<file path="src/rtl/pcq_params.svh">
// offsets, field positions, reset values of the pwm/capture/quadrature unit
`ifndef PCQ_PARAMS_SVH
`define PCQ_PARAMS_SVH
// register offsets (word index on the plain register port)
`define PCQ_A_T1CNT   8'h01
`define PCQ_A_T1CMP   8'h02
`define PCQ_A_T1PRD   8'h03
`define PCQ_A_T1CTL   8'h04
`define PCQ_A_T2CNT   8'h05
`define PCQ_A_T2CMP   8'h06
`define PCQ_A_T2PRD   8'h07
`define PCQ_A_T2CTL   8'h08
`define PCQ_A_EXT     8'h09
`define PCQ_A_CMPCTL  8'h11
`define PCQ_A_ACT     8'h13
`define PCQ_A_DB      8'h15
`define PCQ_A_CMP1    8'h17
`define PCQ_A_CAPCTL  8'h20
`define PCQ_A_CAPSTAT 8'h22
`define PCQ_A_CAPF1   8'h23
`define PCQ_A_MASK    8'h2c
`define PCQ_A_FLAG    8'h2f
// field positions
`define PCQ_TCTL_EN    0
`define PCQ_TCTL_UD    1
`define PCQ_TCTL_CMPEN 2
`define PCQ_CMP_EN     15
`define PCQ_CMP_RLD    13
`define PCQ_CMP_PDP    8
`define PCQ_DB_EN      8
`define PCQ_CAP_TB     3
`define PCQ_CAP_EDGE   4
`define PCQ_CAP_QEP    10
`define PCQ_EXT_SOC    4
`define PCQ_EXT_IDX    5
// reset values
`define PCQ_EXT_RST    6'h0f
`define PCQ_ACT_RST    16'h0000
`endif

</file>
<file path="src/rtl/pcq_pkg.sv">
// types of the pwm/capture/quadrature unit
package pcq_pkg;
   // compare reload condition
   typedef enum logic [1:0] {
      RLD_UF   = 2'h0,
      RLD_UFPR = 2'h1,
      RLD_NOW  = 2'h2,
      RLD_RSV  = 2'h3
   } reload_type;

   // whole state of the unit
   typedef struct packed {
      logic [4:0]             sync1;
      logic [4:0]             sync2;
      logic [4:0]             sync3;
      logic [4:0]             qual;
      logic [15:0]            t1cnt;
      logic                   t1dir;
      logic [15:0]            t1prd_sh;
      logic [15:0]            t1prd;
      logic [15:0]            t1cmp_sh;
      logic [15:0]            t1cmp;
      logic [2:0]             t1ctl;
      logic [15:0]            t2cnt;
      logic                   t2dir;
      logic [15:0]            t2prd_sh;
      logic [15:0]            t2prd;
      logic [15:0]            t2cmp_sh;
      logic [15:0]            t2cmp;
      logic [2:0]             t2ctl;
      logic [15:0]            cmpctl;
      logic [15:0]            act_sh;
      logic [15:0]            act;
      logic [15:0]            dbctl;
      logic [2:0][15:0]       cmp_sh;
      logic [2:0][15:0]       cmp;
      logic [2:0]             raw_prev;
      logic [2:0][7:0]        db_cnt;
      logic [15:0]            capctl;
      logic [2:0][1:0][15:0]  fifo;
      logic [2:0][1:0]        fcount;
      logic [2:0]             flags;
      logic [2:0]             mask;
      logic [5:0]             ext;
      logic [5:0]             pwm;
      logic [5:0]             pwm_oe;
      logic [1:0]             tpwm;
      logic [1:0]             tpwm_oe;
      logic                   soc;
      logic                   soc_oe;
      logic                   irq;
      logic [15:0]            rdata;
   } state_type;
endpackage

</file>
<file path="src/rtl/pwm_capture_quadrature_unit.sv">
// compare/pwm with deadband, capture fifos and quadrature decoder
`include "pcq_params.svh"
`timescale 1ns/1ns
`default_nettype none

module pwm_capture_quadrature_unit
(
   // clock and reset
   input  wire logic        i_core_clk,
   input  wire logic        i_rst_b,
   // register port
   input  wire logic [7:0]  i_addr,
   input  wire logic [15:0] i_wdata,
   input  wire logic        i_wr,
   input  wire logic        i_rd,
   output logic      [15:0] o_rdata,
   // pins from outside
   input  wire logic [2:0]  i_capture_input_pin,
   input  wire logic        i_power_drive_protect_in_b,
   input  wire logic        i_timer2_compare_trip_b,
   // pwm pins
   output logic      [5:0]  o_pwm,
   output logic      [5:0]  o_pwm_oe,
   output logic      [1:0]  o_tpwm,
   output logic      [1:0]  o_tpwm_oe,
   // conversion start pin (shared with timer 2 trip) and capture request
   output logic             o_conv_start_out_a,
   output logic             o_conv_start_out_a_oe,
   output logic             o_cap_req
);

   //==========================================================
   // state and helpers
   pcq_pkg::state_type s_reg;
   pcq_pkg::state_type s_next;
   logic               t1_uf;
   logic               t1_pr;
   logic               rld;
   logic [2:0]         cap_ev;
   logic [2:0]         raw;

   // one step of an up or up/down counter, returns {dir, count}
   function automatic logic [16:0] timer_step(input logic [15:0] c, input logic d,
                                              input logic [15:0] p, input logic ud);
      logic        nd;
      logic [15:0] nc;
      nd = d;
      if (ud)
      begin
         if (c == 16'h0000)
            nd = 1'b1;
         else if (c >= p)
            nd = 1'b0;
         nc = nd ? c + 16'h0001 : c - 16'h0001;
      end
      else
      begin
         nd = 1'b1;
         nc = (c >= p) ? 16'h0000 : c + 16'h0001;
      end
      return {nd, nc};
   endfunction

   // action code: 0 forced low, 1 active low, 2 active high, 3 forced high
   function automatic logic polar(input logic x, input logic [1:0] code);
      return code[1] ? (code[0] | x) : (code[0] & ~x);
   endfunction

   //==========================================================
   // next state
   always_comb
   begin
      logic [4:0]  rise;
      logic [4:0]  fall;
      logic [4:0]  qchg;
      logic [16:0] ts;
      logic [15:0] tb;
      logic [2:0]  clr;
      logic [1:0]  es;
      logic        hold;
      logic        qa;
      logic        qb;
      logic        up;
      rise   = 5'h00;
      fall   = 5'h00;
      ts     = 17'h00000;
      tb     = 16'h0000;
      clr    = 3'h0;
      es     = 2'h0;
      hold   = 1'b0;
      up     = 1'b0;
      qchg   = 5'h00;
      qa     = 1'b0;
      qb     = 1'b0;
      cap_ev = 3'h0;
      raw    = 3'h0;
      s_next = s_reg;

      // three-stage sync, level taken once stages two and three agree
      s_next.sync1 = {i_timer2_compare_trip_b, i_power_drive_protect_in_b,
                      i_capture_input_pin};
      s_next.sync2 = s_reg.sync1;
      s_next.sync3 = s_reg.sync2;
      for (int k = 0; k < 5; k++)
      begin
         if (s_reg.sync2[k] == s_reg.sync3[k])
            s_next.qual[k] = s_reg.sync3[k];
      end
      qchg = s_next.qual ^ s_reg.qual;
      rise = qchg & s_next.qual;
      fall = qchg & ~s_next.qual;

      // timer 1: time base of all compare units
      t1_uf = s_reg.t1ctl[`PCQ_TCTL_EN] && s_reg.t1cnt == 16'h0000;
      t1_pr = s_reg.t1ctl[`PCQ_TCTL_EN] && s_reg.t1cnt == s_reg.t1prd;
      if (s_reg.t1ctl[`PCQ_TCTL_EN])
      begin
         ts = timer_step(s_reg.t1cnt, s_reg.t1dir, s_reg.t1prd,
                         s_reg.t1ctl[`PCQ_TCTL_UD]);
         s_next.t1dir = ts[16];
         s_next.t1cnt = ts[15:0];
      end
      if (t1_uf)
      begin
         s_next.t1prd = s_reg.t1prd_sh;
         s_next.t1cmp = s_reg.t1cmp_sh;
      end

      // timer 2: free counter or quadrature position counter
      qa = s_next.qual[0];
      qb = s_next.qual[1];
      if (s_reg.capctl[`PCQ_CAP_QEP])
      begin
         // A-leads-B counts up; a double change in one cycle is dropped
         up = qchg[0] ? (qa != qb) : (qa == qb);
         if (qchg[0] ^ qchg[1])
            s_next.t2cnt = up ? s_reg.t2cnt + 16'h0001 : s_reg.t2cnt - 16'h0001;
      end
      else if (s_reg.t2ctl[`PCQ_TCTL_EN])
      begin
         ts = timer_step(s_reg.t2cnt, s_reg.t2dir, s_reg.t2prd,
                         s_reg.t2ctl[`PCQ_TCTL_UD]);
         s_next.t2dir = ts[16];
         s_next.t2cnt = ts[15:0];
      end
      if (s_reg.ext[`PCQ_EXT_IDX] && rise[2])
         s_next.t2cnt = 16'h0000;
      if (s_reg.t2cnt == 16'h0000)
      begin
         s_next.t2prd = s_reg.t2prd_sh;
         s_next.t2cmp = s_reg.t2cmp_sh;
      end

      // compare and action reload from their buffers
      unique case (pcq_pkg::reload_type'(s_reg.cmpctl[`PCQ_CMP_RLD +: 2]))
         pcq_pkg::RLD_UF:   rld = t1_uf;
         pcq_pkg::RLD_UFPR: rld = t1_uf | t1_pr;
         pcq_pkg::RLD_NOW:  rld = 1'b1;
         default:           rld = 1'b0;
      endcase
      if (rld)
      begin
         s_next.cmp = s_reg.cmp_sh;
         s_next.act = s_reg.act_sh;
      end

      // compare units with deadband pairs, timer 1 based
      for (int u = 0; u < 3; u++)
      begin
         raw[u] = s_reg.cmpctl[`PCQ_CMP_EN] && (s_reg.t1cnt < s_reg.cmp[u]);
         if (raw[u] != s_reg.raw_prev[u])
         begin
            s_next.raw_prev[u] = raw[u];
            s_next.db_cnt[u] = s_reg.dbctl[`PCQ_DB_EN + u] ? s_reg.dbctl[7:0] : 8'h00;
         end
         else if (s_reg.db_cnt[u] != 8'h00)
            s_next.db_cnt[u] = s_reg.dbctl[`PCQ_DB_EN + u] ? s_reg.db_cnt[u] - 8'h01 : 8'h00;
         // both inactive while the gap runs; no gap leaves them switching together
         hold = s_next.db_cnt[u] != 8'h00;
         s_next.pwm[2*u] = polar(raw[u] & ~hold, s_reg.act[4*u +: 2]);
         s_next.pwm[2*u+1] = polar(~raw[u] & ~hold, s_reg.act[4*u+2 +: 2]);
         // protect trip releases the pins of every pair that has it enabled
         s_next.pwm_oe[2*u +: 2] = {2{s_reg.cmpctl[`PCQ_CMP_EN]
                                   && !(!s_reg.qual[3] && s_reg.ext[u])}};
      end

      // timer compare pwms, active high
      s_next.tpwm[0] = s_reg.t1cnt < s_reg.t1cmp;
      s_next.tpwm[1] = s_reg.t2cnt < s_reg.t2cmp;
      s_next.tpwm_oe[0] = s_reg.t1ctl[`PCQ_TCTL_CMPEN] && !(!s_reg.qual[3] && s_reg.ext[3]);
      // shared pin trips timer 2 output only while not used for conversion start
      s_next.tpwm_oe[1] = s_reg.t2ctl[`PCQ_TCTL_CMPEN] && !(!s_reg.qual[3] && s_reg.ext[3])
                          && !(!s_reg.qual[4] && !s_reg.ext[`PCQ_EXT_SOC]);

      // conversion start on timer 1 period match, routed to the pin
      s_next.soc = s_reg.ext[`PCQ_EXT_SOC] && t1_pr;
      s_next.soc_oe = s_reg.ext[`PCQ_EXT_SOC];

      // capture fifo pops by reading the fifo word
      for (int u = 0; u < 3; u++)
      begin
         if (i_rd && i_addr == `PCQ_A_CAPF1 + u[7:0] && s_reg.fcount[u] != 2'h0)
         begin
            s_next.fifo[u][0] = s_reg.fifo[u][1];
            s_next.fcount[u] = (s_reg.fcount[u] == 2'h2) ? 2'h1 : 2'h0;
            if (s_reg.fcount[u] == 2'h3)
               s_next.fcount[u] = 2'h1;
         end
      end

      // capture events; quadrature inputs give no captures
      tb = s_reg.capctl[`PCQ_CAP_TB] ? s_reg.t1cnt : s_reg.t2cnt;
      for (int u = 0; u < 3; u++)
      begin
         es = s_reg.capctl[`PCQ_CAP_EDGE + 2*u +: 2];
         cap_ev[u] = ((es[0] && rise[u]) || (es[1] && fall[u]))
                     && !(s_reg.capctl[`PCQ_CAP_QEP] && u < 2);
         if (cap_ev[u] && s_reg.capctl[u])
         begin
            unique case (s_next.fcount[u])
               2'h0:
               begin
                  s_next.fifo[u][0] = tb;
                  s_next.fcount[u] = 2'h1;
               end
               2'h1:
               begin
                  s_next.fifo[u][1] = tb;
                  s_next.fcount[u] = 2'h2;
               end
               default:
               begin
                  // full: oldest entry lost, status shows overrun
                  s_next.fifo[u][0] = s_next.fifo[u][1];
                  s_next.fifo[u][1] = tb;
                  s_next.fcount[u] = 2'h3;
               end
            endcase
         end
      end

      // register writes; software wins over the hardware counters
      if (i_wr)
      begin
         unique case (i_addr)
            `PCQ_A_T1CNT:  s_next.t1cnt = i_wdata;
            `PCQ_A_T1CMP:  s_next.t1cmp_sh = i_wdata;
            `PCQ_A_T1PRD:  s_next.t1prd_sh = i_wdata;
            `PCQ_A_T1CTL:  s_next.t1ctl = i_wdata[2:0];
            `PCQ_A_T2CNT:  s_next.t2cnt = i_wdata;
            `PCQ_A_T2CMP:  s_next.t2cmp_sh = i_wdata;
            `PCQ_A_T2PRD:  s_next.t2prd_sh = i_wdata;
            `PCQ_A_T2CTL:  s_next.t2ctl = i_wdata[2:0];
            `PCQ_A_EXT:    s_next.ext = i_wdata[5:0];
            `PCQ_A_CMPCTL: s_next.cmpctl = i_wdata;
            `PCQ_A_ACT:    s_next.act_sh = i_wdata;
            `PCQ_A_DB:     s_next.dbctl = i_wdata;
            `PCQ_A_CAPCTL: s_next.capctl = i_wdata;
            `PCQ_A_MASK:   s_next.mask = i_wdata[2:0];
            `PCQ_A_FLAG:   clr = i_wdata[2:0];
            default:
            begin
               if (i_addr >= `PCQ_A_CMP1 && i_addr < `PCQ_A_CMP1 + 8'h03)
                  s_next.cmp_sh[i_addr - `PCQ_A_CMP1] = i_wdata;
            end
         endcase
      end

      // flags: an event in the clearing cycle survives
      s_next.flags = (s_reg.flags & ~clr) | cap_ev;
      s_next.irq = |(s_next.flags & s_reg.mask);

      // read data, valid the cycle after the strobe only
      s_next.rdata = 16'h0000;
      if (i_rd)
      begin
         unique case (i_addr)
            `PCQ_A_T1CNT:   s_next.rdata = s_reg.t1cnt;
            `PCQ_A_T1CMP:   s_next.rdata = s_reg.t1cmp_sh;
            `PCQ_A_T1PRD:   s_next.rdata = s_reg.t1prd_sh;
            `PCQ_A_T1CTL:   s_next.rdata = {13'h0000, s_reg.t1ctl};
            `PCQ_A_T2CNT:   s_next.rdata = s_reg.t2cnt;
            `PCQ_A_T2CMP:   s_next.rdata = s_reg.t2cmp_sh;
            `PCQ_A_T2PRD:   s_next.rdata = s_reg.t2prd_sh;
            `PCQ_A_T2CTL:   s_next.rdata = {13'h0000, s_reg.t2ctl};
            `PCQ_A_EXT:     s_next.rdata = {10'h000, s_reg.ext};
            `PCQ_A_CMPCTL:  s_next.rdata = {s_reg.cmpctl[15:9], s_reg.qual[3],
                                            s_reg.cmpctl[7:0]};
            `PCQ_A_ACT:     s_next.rdata = s_reg.act_sh;
            `PCQ_A_DB:      s_next.rdata = s_reg.dbctl;
            `PCQ_A_CAPCTL:  s_next.rdata = s_reg.capctl;
            `PCQ_A_CAPSTAT: s_next.rdata = {10'h000, s_reg.fcount};
            `PCQ_A_MASK:    s_next.rdata = {13'h0000, s_reg.mask};
            `PCQ_A_FLAG:    s_next.rdata = {13'h0000, s_reg.flags};
            default:
            begin
               if (i_addr >= `PCQ_A_CMP1 && i_addr < `PCQ_A_CMP1 + 8'h03)
                  s_next.rdata = s_reg.cmp_sh[i_addr - `PCQ_A_CMP1];
               else if (i_addr >= `PCQ_A_CAPF1 && i_addr < `PCQ_A_CAPF1 + 8'h03)
                  s_next.rdata = s_reg.fifo[i_addr - `PCQ_A_CAPF1][0];
            end
         endcase
      end
   end

   //==========================================================
   // state register; unmapped reads return zero
   always_ff @(posedge i_core_clk or negedge i_rst_b)
   begin
      if (!i_rst_b)
      begin
         s_reg      <= '0;
         s_reg.ext  <= `PCQ_EXT_RST;
         s_reg.act  <= `PCQ_ACT_RST;
         s_reg.qual <= 5'h1f; // idle-high so no edge right after reset
         // sync stages idle high too, else a low pulse ripples into qual
         s_reg.sync1 <= 5'h1f;
         s_reg.sync2 <= 5'h1f;
         s_reg.sync3 <= 5'h1f;
      end
      else
         s_reg <= s_next;
   end

   // outputs straight from the state register
   assign o_rdata               = s_reg.rdata;
   assign o_pwm                 = s_reg.pwm;
   assign o_pwm_oe              = s_reg.pwm_oe;
   assign o_tpwm                = s_reg.tpwm;
   assign o_tpwm_oe             = s_reg.tpwm_oe;
   assign o_conv_start_out_a    = s_reg.soc;
   assign o_conv_start_out_a_oe = s_reg.soc_oe;
   assign o_cap_req             = s_reg.irq;
endmodule
`default_nettype wire

</file>
<file path="config.mk">
export PLATFORM = sky130hd
export DESIGN_NAME = pwm_capture_quadrature_unit
export DESIGN_NICKNAME = d
export VERILOG_FILES = /design/src/rtl/pcq_pkg.sv /design/src/rtl/pwm_capture_quadrature_unit.sv
export VERILOG_INCLUDE_DIRS = /design/src /design/src/rtl
export SDC_FILE = /design/constraint.sdc
export NUM_CORES = 1
export LEC_CHECK = 0
export CORE_MARGIN = 3
export CORE_UTILIZATION = 45
export CTS_BUF_LIST = sky130_fd_sc_hd__clkbuf_4
export CTS_CLUSTER_SIZE = 25
export DETAILED_ROUTE_END_ITERATION = 10
export DONT_BUFFER_PORTS = 1
export PLACE_DENSITY = 0.57
export SYNTH_ARGS = -nofsm -noshare
export SYNTH_HDL_FRONTEND = slang
export SYNTH_SLANG_ARGS = --single-unit
</file>
<file path="constraint.sdc">
create_clock -name i_core_clk -period 7.8 [get_ports i_core_clk]
set_input_delay 0.78 -clock i_core_clk [delete_from_list [all_inputs] [get_ports i_core_clk]]
set_output_delay 0.78 -clock i_core_clk [all_outputs]
set_load 0.005 [all_outputs]
</file>
==> impl_metrics.env <==
export IMPL_required_ns=8.69
export IMPL_via_per_inst=6.155
export IMPL_drtPass1Iterations=6
export IMPL_yosysTopAreaCellShare_pct=44.59
export IMPL_nFillCells=5853
export IMPL_clock_path_buffers=3
export IMPL_p_leak_uw=0.01404
export IMPL_p_int_uw=5066
export IMPL_cap_viol_max_count=0
export IMPL_timing_fmax_mhz=224.1
export IMPL_track_usage_pct=29.73
export IMPL_comb_power_share_pct=23.3
export IMPL_yosysMostFrequentCell="dfrtp_1"
export IMPL_detailed_place_hpwl_microns=66080
export IMPL_syn_area_sq_mm=0.02851
export IMPL_row_count=91
export IMPL_clockPowerShare_pct=33.7
export IMPL_tns_ns=0
export IMPL_grt_pass1_vias=22694
export IMPL_synth_edf_count=0
export IMPL_rsz0062_at_grt="no"
export IMPL_dp_cells=3480
export IMPL_largest_reg_flops=489
export IMPL_syn_area_per_cell_sq_um=10.11
export IMPL_vdd_drop_max_v=0.0002207
export IMPL_arrival_ns=5.35
export IMPL_clk_latency_ns=1.06
export IMPL_slew_headroom_pct=-24.37
export IMPL_cp_max_fo=95
export IMPL_cts_tree="built"
export IMPL_drtIter0Drc=2632
export IMPL_fin_worst_skew_ns=0.07863
export IMPL_via_count=23273
export IMPL_swShare_pct=35.60
export IMPL_drt_wl_total_microns=98870
export IMPL_io_buffers=0
export IMPL_place_area_sq_mm=0.02891
export IMPL_pwr_share_seq_pct=43.1
export IMPL_fin_area_sq_mm=0.03123
export IMPL_start_util_pct=45.86
export IMPL_syn_nets=2979
export IMPL_cts_clk_slew_worst_paths_ns=0.06
export IMPL_violations="hold timing, slew limit"
export IMPL_core_sq_mm=0.06217
export IMPL_grt_first_pass_wirelength_microns=147700
export IMPL_power_switching_uw=2801
export IMPL_post_route_period_util_pct=57.22
export IMPL_pin_count=68
export IMPL_drc=0
export IMPL_path_class="reg2reg"
export IMPL_whs_ns=-0.5218
export IMPL_layout_drive_gt1_share_pct=17.42
export IMPL_worstSetupEndpointType="flop"
export IMPL_gp_congestion=0.9219
export IMPL_r2r_setup_slack_ns=3.34
export IMPL_ctsHoldBuffers=31
export IMPL_max_slew_worst_pin_slew_ns=1.866
export IMPL_num_nets_final=2988
export IMPL_cts_root_buf="clkbuf_4"
export IMPL_synth_top_cells_by_area="dfrtp_1 45%, mux2_2 7.2%, ha_1 5.6%"
export IMPL_drt_wirelength_per_cell_microns=26.15
export IMPL_slew_viol_final=177
export IMPL_post_place_ws_ns=3.426
export IMPL_status="complete, but fails checks"
export IMPL_synth_common_cells="508 x dfrtp_1, 338 x nand2_1, 182 x mux2_2"
export IMPL_die_area_sq_mm=0.06641
export IMPL_ys_flop_type="dfrtp_1"
export IMPL_ys_ff_latch=532
export IMPL_worst_setup_path_start_kind="flop"
export IMPL_cts_sinks=532
export IMPL_synthArstFlopShare_pct=100.0
export IMPL_die_h_microns=257.7
export IMPL_period_needed_ns=4.463
export IMPL_power_density_mw_per_mm2=251.9
export IMPL_grt_max_degree=533
export IMPL_setup_viol=0
export IMPL_yosysSeqAreaShare_pct=46.80
export IMPL_synthDistinctLibCells=85
export IMPL_seq_area_sq_mm=0.01334
export IMPL_synth_cells=2819
export IMPL_ant_nets=0
export IMPL_setup_ws_ns=3.337
export IMPL_multi_input_area_sq_mm=0.01374
export IMPL_post_cts_buffers=0
export IMPL_synthToLayoutAreaGrowth_pct=9.550
export IMPL_die_w_microns=257.7
export IMPL_yosysWarnings=0
export IMPL_yosys_area_top_type="dfrtp_1"
export IMPL_cts_made_buffers=152
export IMPL_postCtsResizedCells=0
export IMPL_final_cells=3781
export IMPL_grt_ovfl_total=0
export IMPL_hold_viol=508
export IMPL_htree_levels=4
export IMPL_hp_class="in2async"
export IMPL_antenna_found_initial=9
-- layout make-up --
type | count | area share (%)
clock inverter | 40 | 0.8734
inverter | 135 | 1.623
timing repair buffer | 67 | 2.051
antenna | 10 | 0.08013
clock buffer | 220 | 5.288
tap | 837 | 3.353
sequential | 532 | 42.72
multi-input combinational | 1940 | 44.01
-- placed cells by master (no fill, tap or decap), types with 22 or more instances in the layout --
master	synthesis	final
dfstp_2	24	24
buf_4	34	36
nor2b_1	37	37
o21ai_0	111	110
xnor2_1	22	22
dlygate4sd3_1	0	25
nand3_1	41	41
mux2_2	182	182
o21ai_1	99	99
nand4_1	37	37
nor2_1	112	109
a21oi_1	95	94
ha_1	127	127
clkbuf_4	0	220
a31oi_1	24	24
a21o_1	29	29
mux2_1	81	81
o22ai_1	64	64
a22oi_1	77	77
mux2i_1	66	66
dfrtp_1	508	508
inv_1	134	134
a32oi_1	38	38
nand2_1	338	338
nor3_1	61	58
-- kinds of logic after synthesis --
group / after synthesis / share of synthesized area [%]
fa+ha+maj: 131 / 5.714
simple gates: 738 / 12.14
mux: 329 / 12.71
compound gates: 700 / 16.20
flops: 532 / 46.80
xor+xnor: 42 / 1.317
buf+inv: 347 / 5.122
-- worst max-delay path, cell delays in order, from the launching register on --
cell and delay [ns]:
dfrtp_1 0.55, inv_1 0.22, ha_1 0.18, nor3b_2 0.18, and2b_1 0.24, nand2_1 0.14, nor4_2 0.33, and2_2 0.20
buf_4 0.48, a311oi_1 0.16, a21oi_4 0.37, buf_4 0.81, mux2_1 0.39
-- power groups by stage --
stage	Clock [uW]	Combinational [uW]	Sequential (uW)
final	2650	1830	3390
after global routing	2880	2020	3400
after CTS	2710	1800	3370
after detailed placement	0	1730	3420
after global placement	0	1690	3400
after floorplan	0	1380	3110
-- metal layers --
layer  vias to the layer above  global-route usage [%]  share of wire, %
li1                      10304                       -                 -
met4                         2                   11.79               3.7
met5                         -                       0             0.012
met2                      1097                   43.97                44
met1                     11672                   41.40                43
met3                       198                   8.218               9.8
-- worst paths after layout --
kind,startpoint,endpoint,cells past startpoint
max in group asynchronous,i_rst_b,s_reg[104],0
worst min register to register,s_next[533],s_next[528],0
worst max register to register,s_reg[505],s_reg[309],12
worst min-delay path,i_rst_b,s_reg[186],0
worst max-delay path,s_reg[505],s_reg[309],12
min in group i_core_clk,i_wdata[10],s_reg[250],2
-- stage by stage --
step	utilization (%)	total power, uW
after floorplan	-	4496
after detailed placement	46.51	5152
after CTS	50.20	7882
after global placement	46.51	5092
after global routing	50.22	8300
final	50.24	7867
Power figures use the tool's default switching activity.
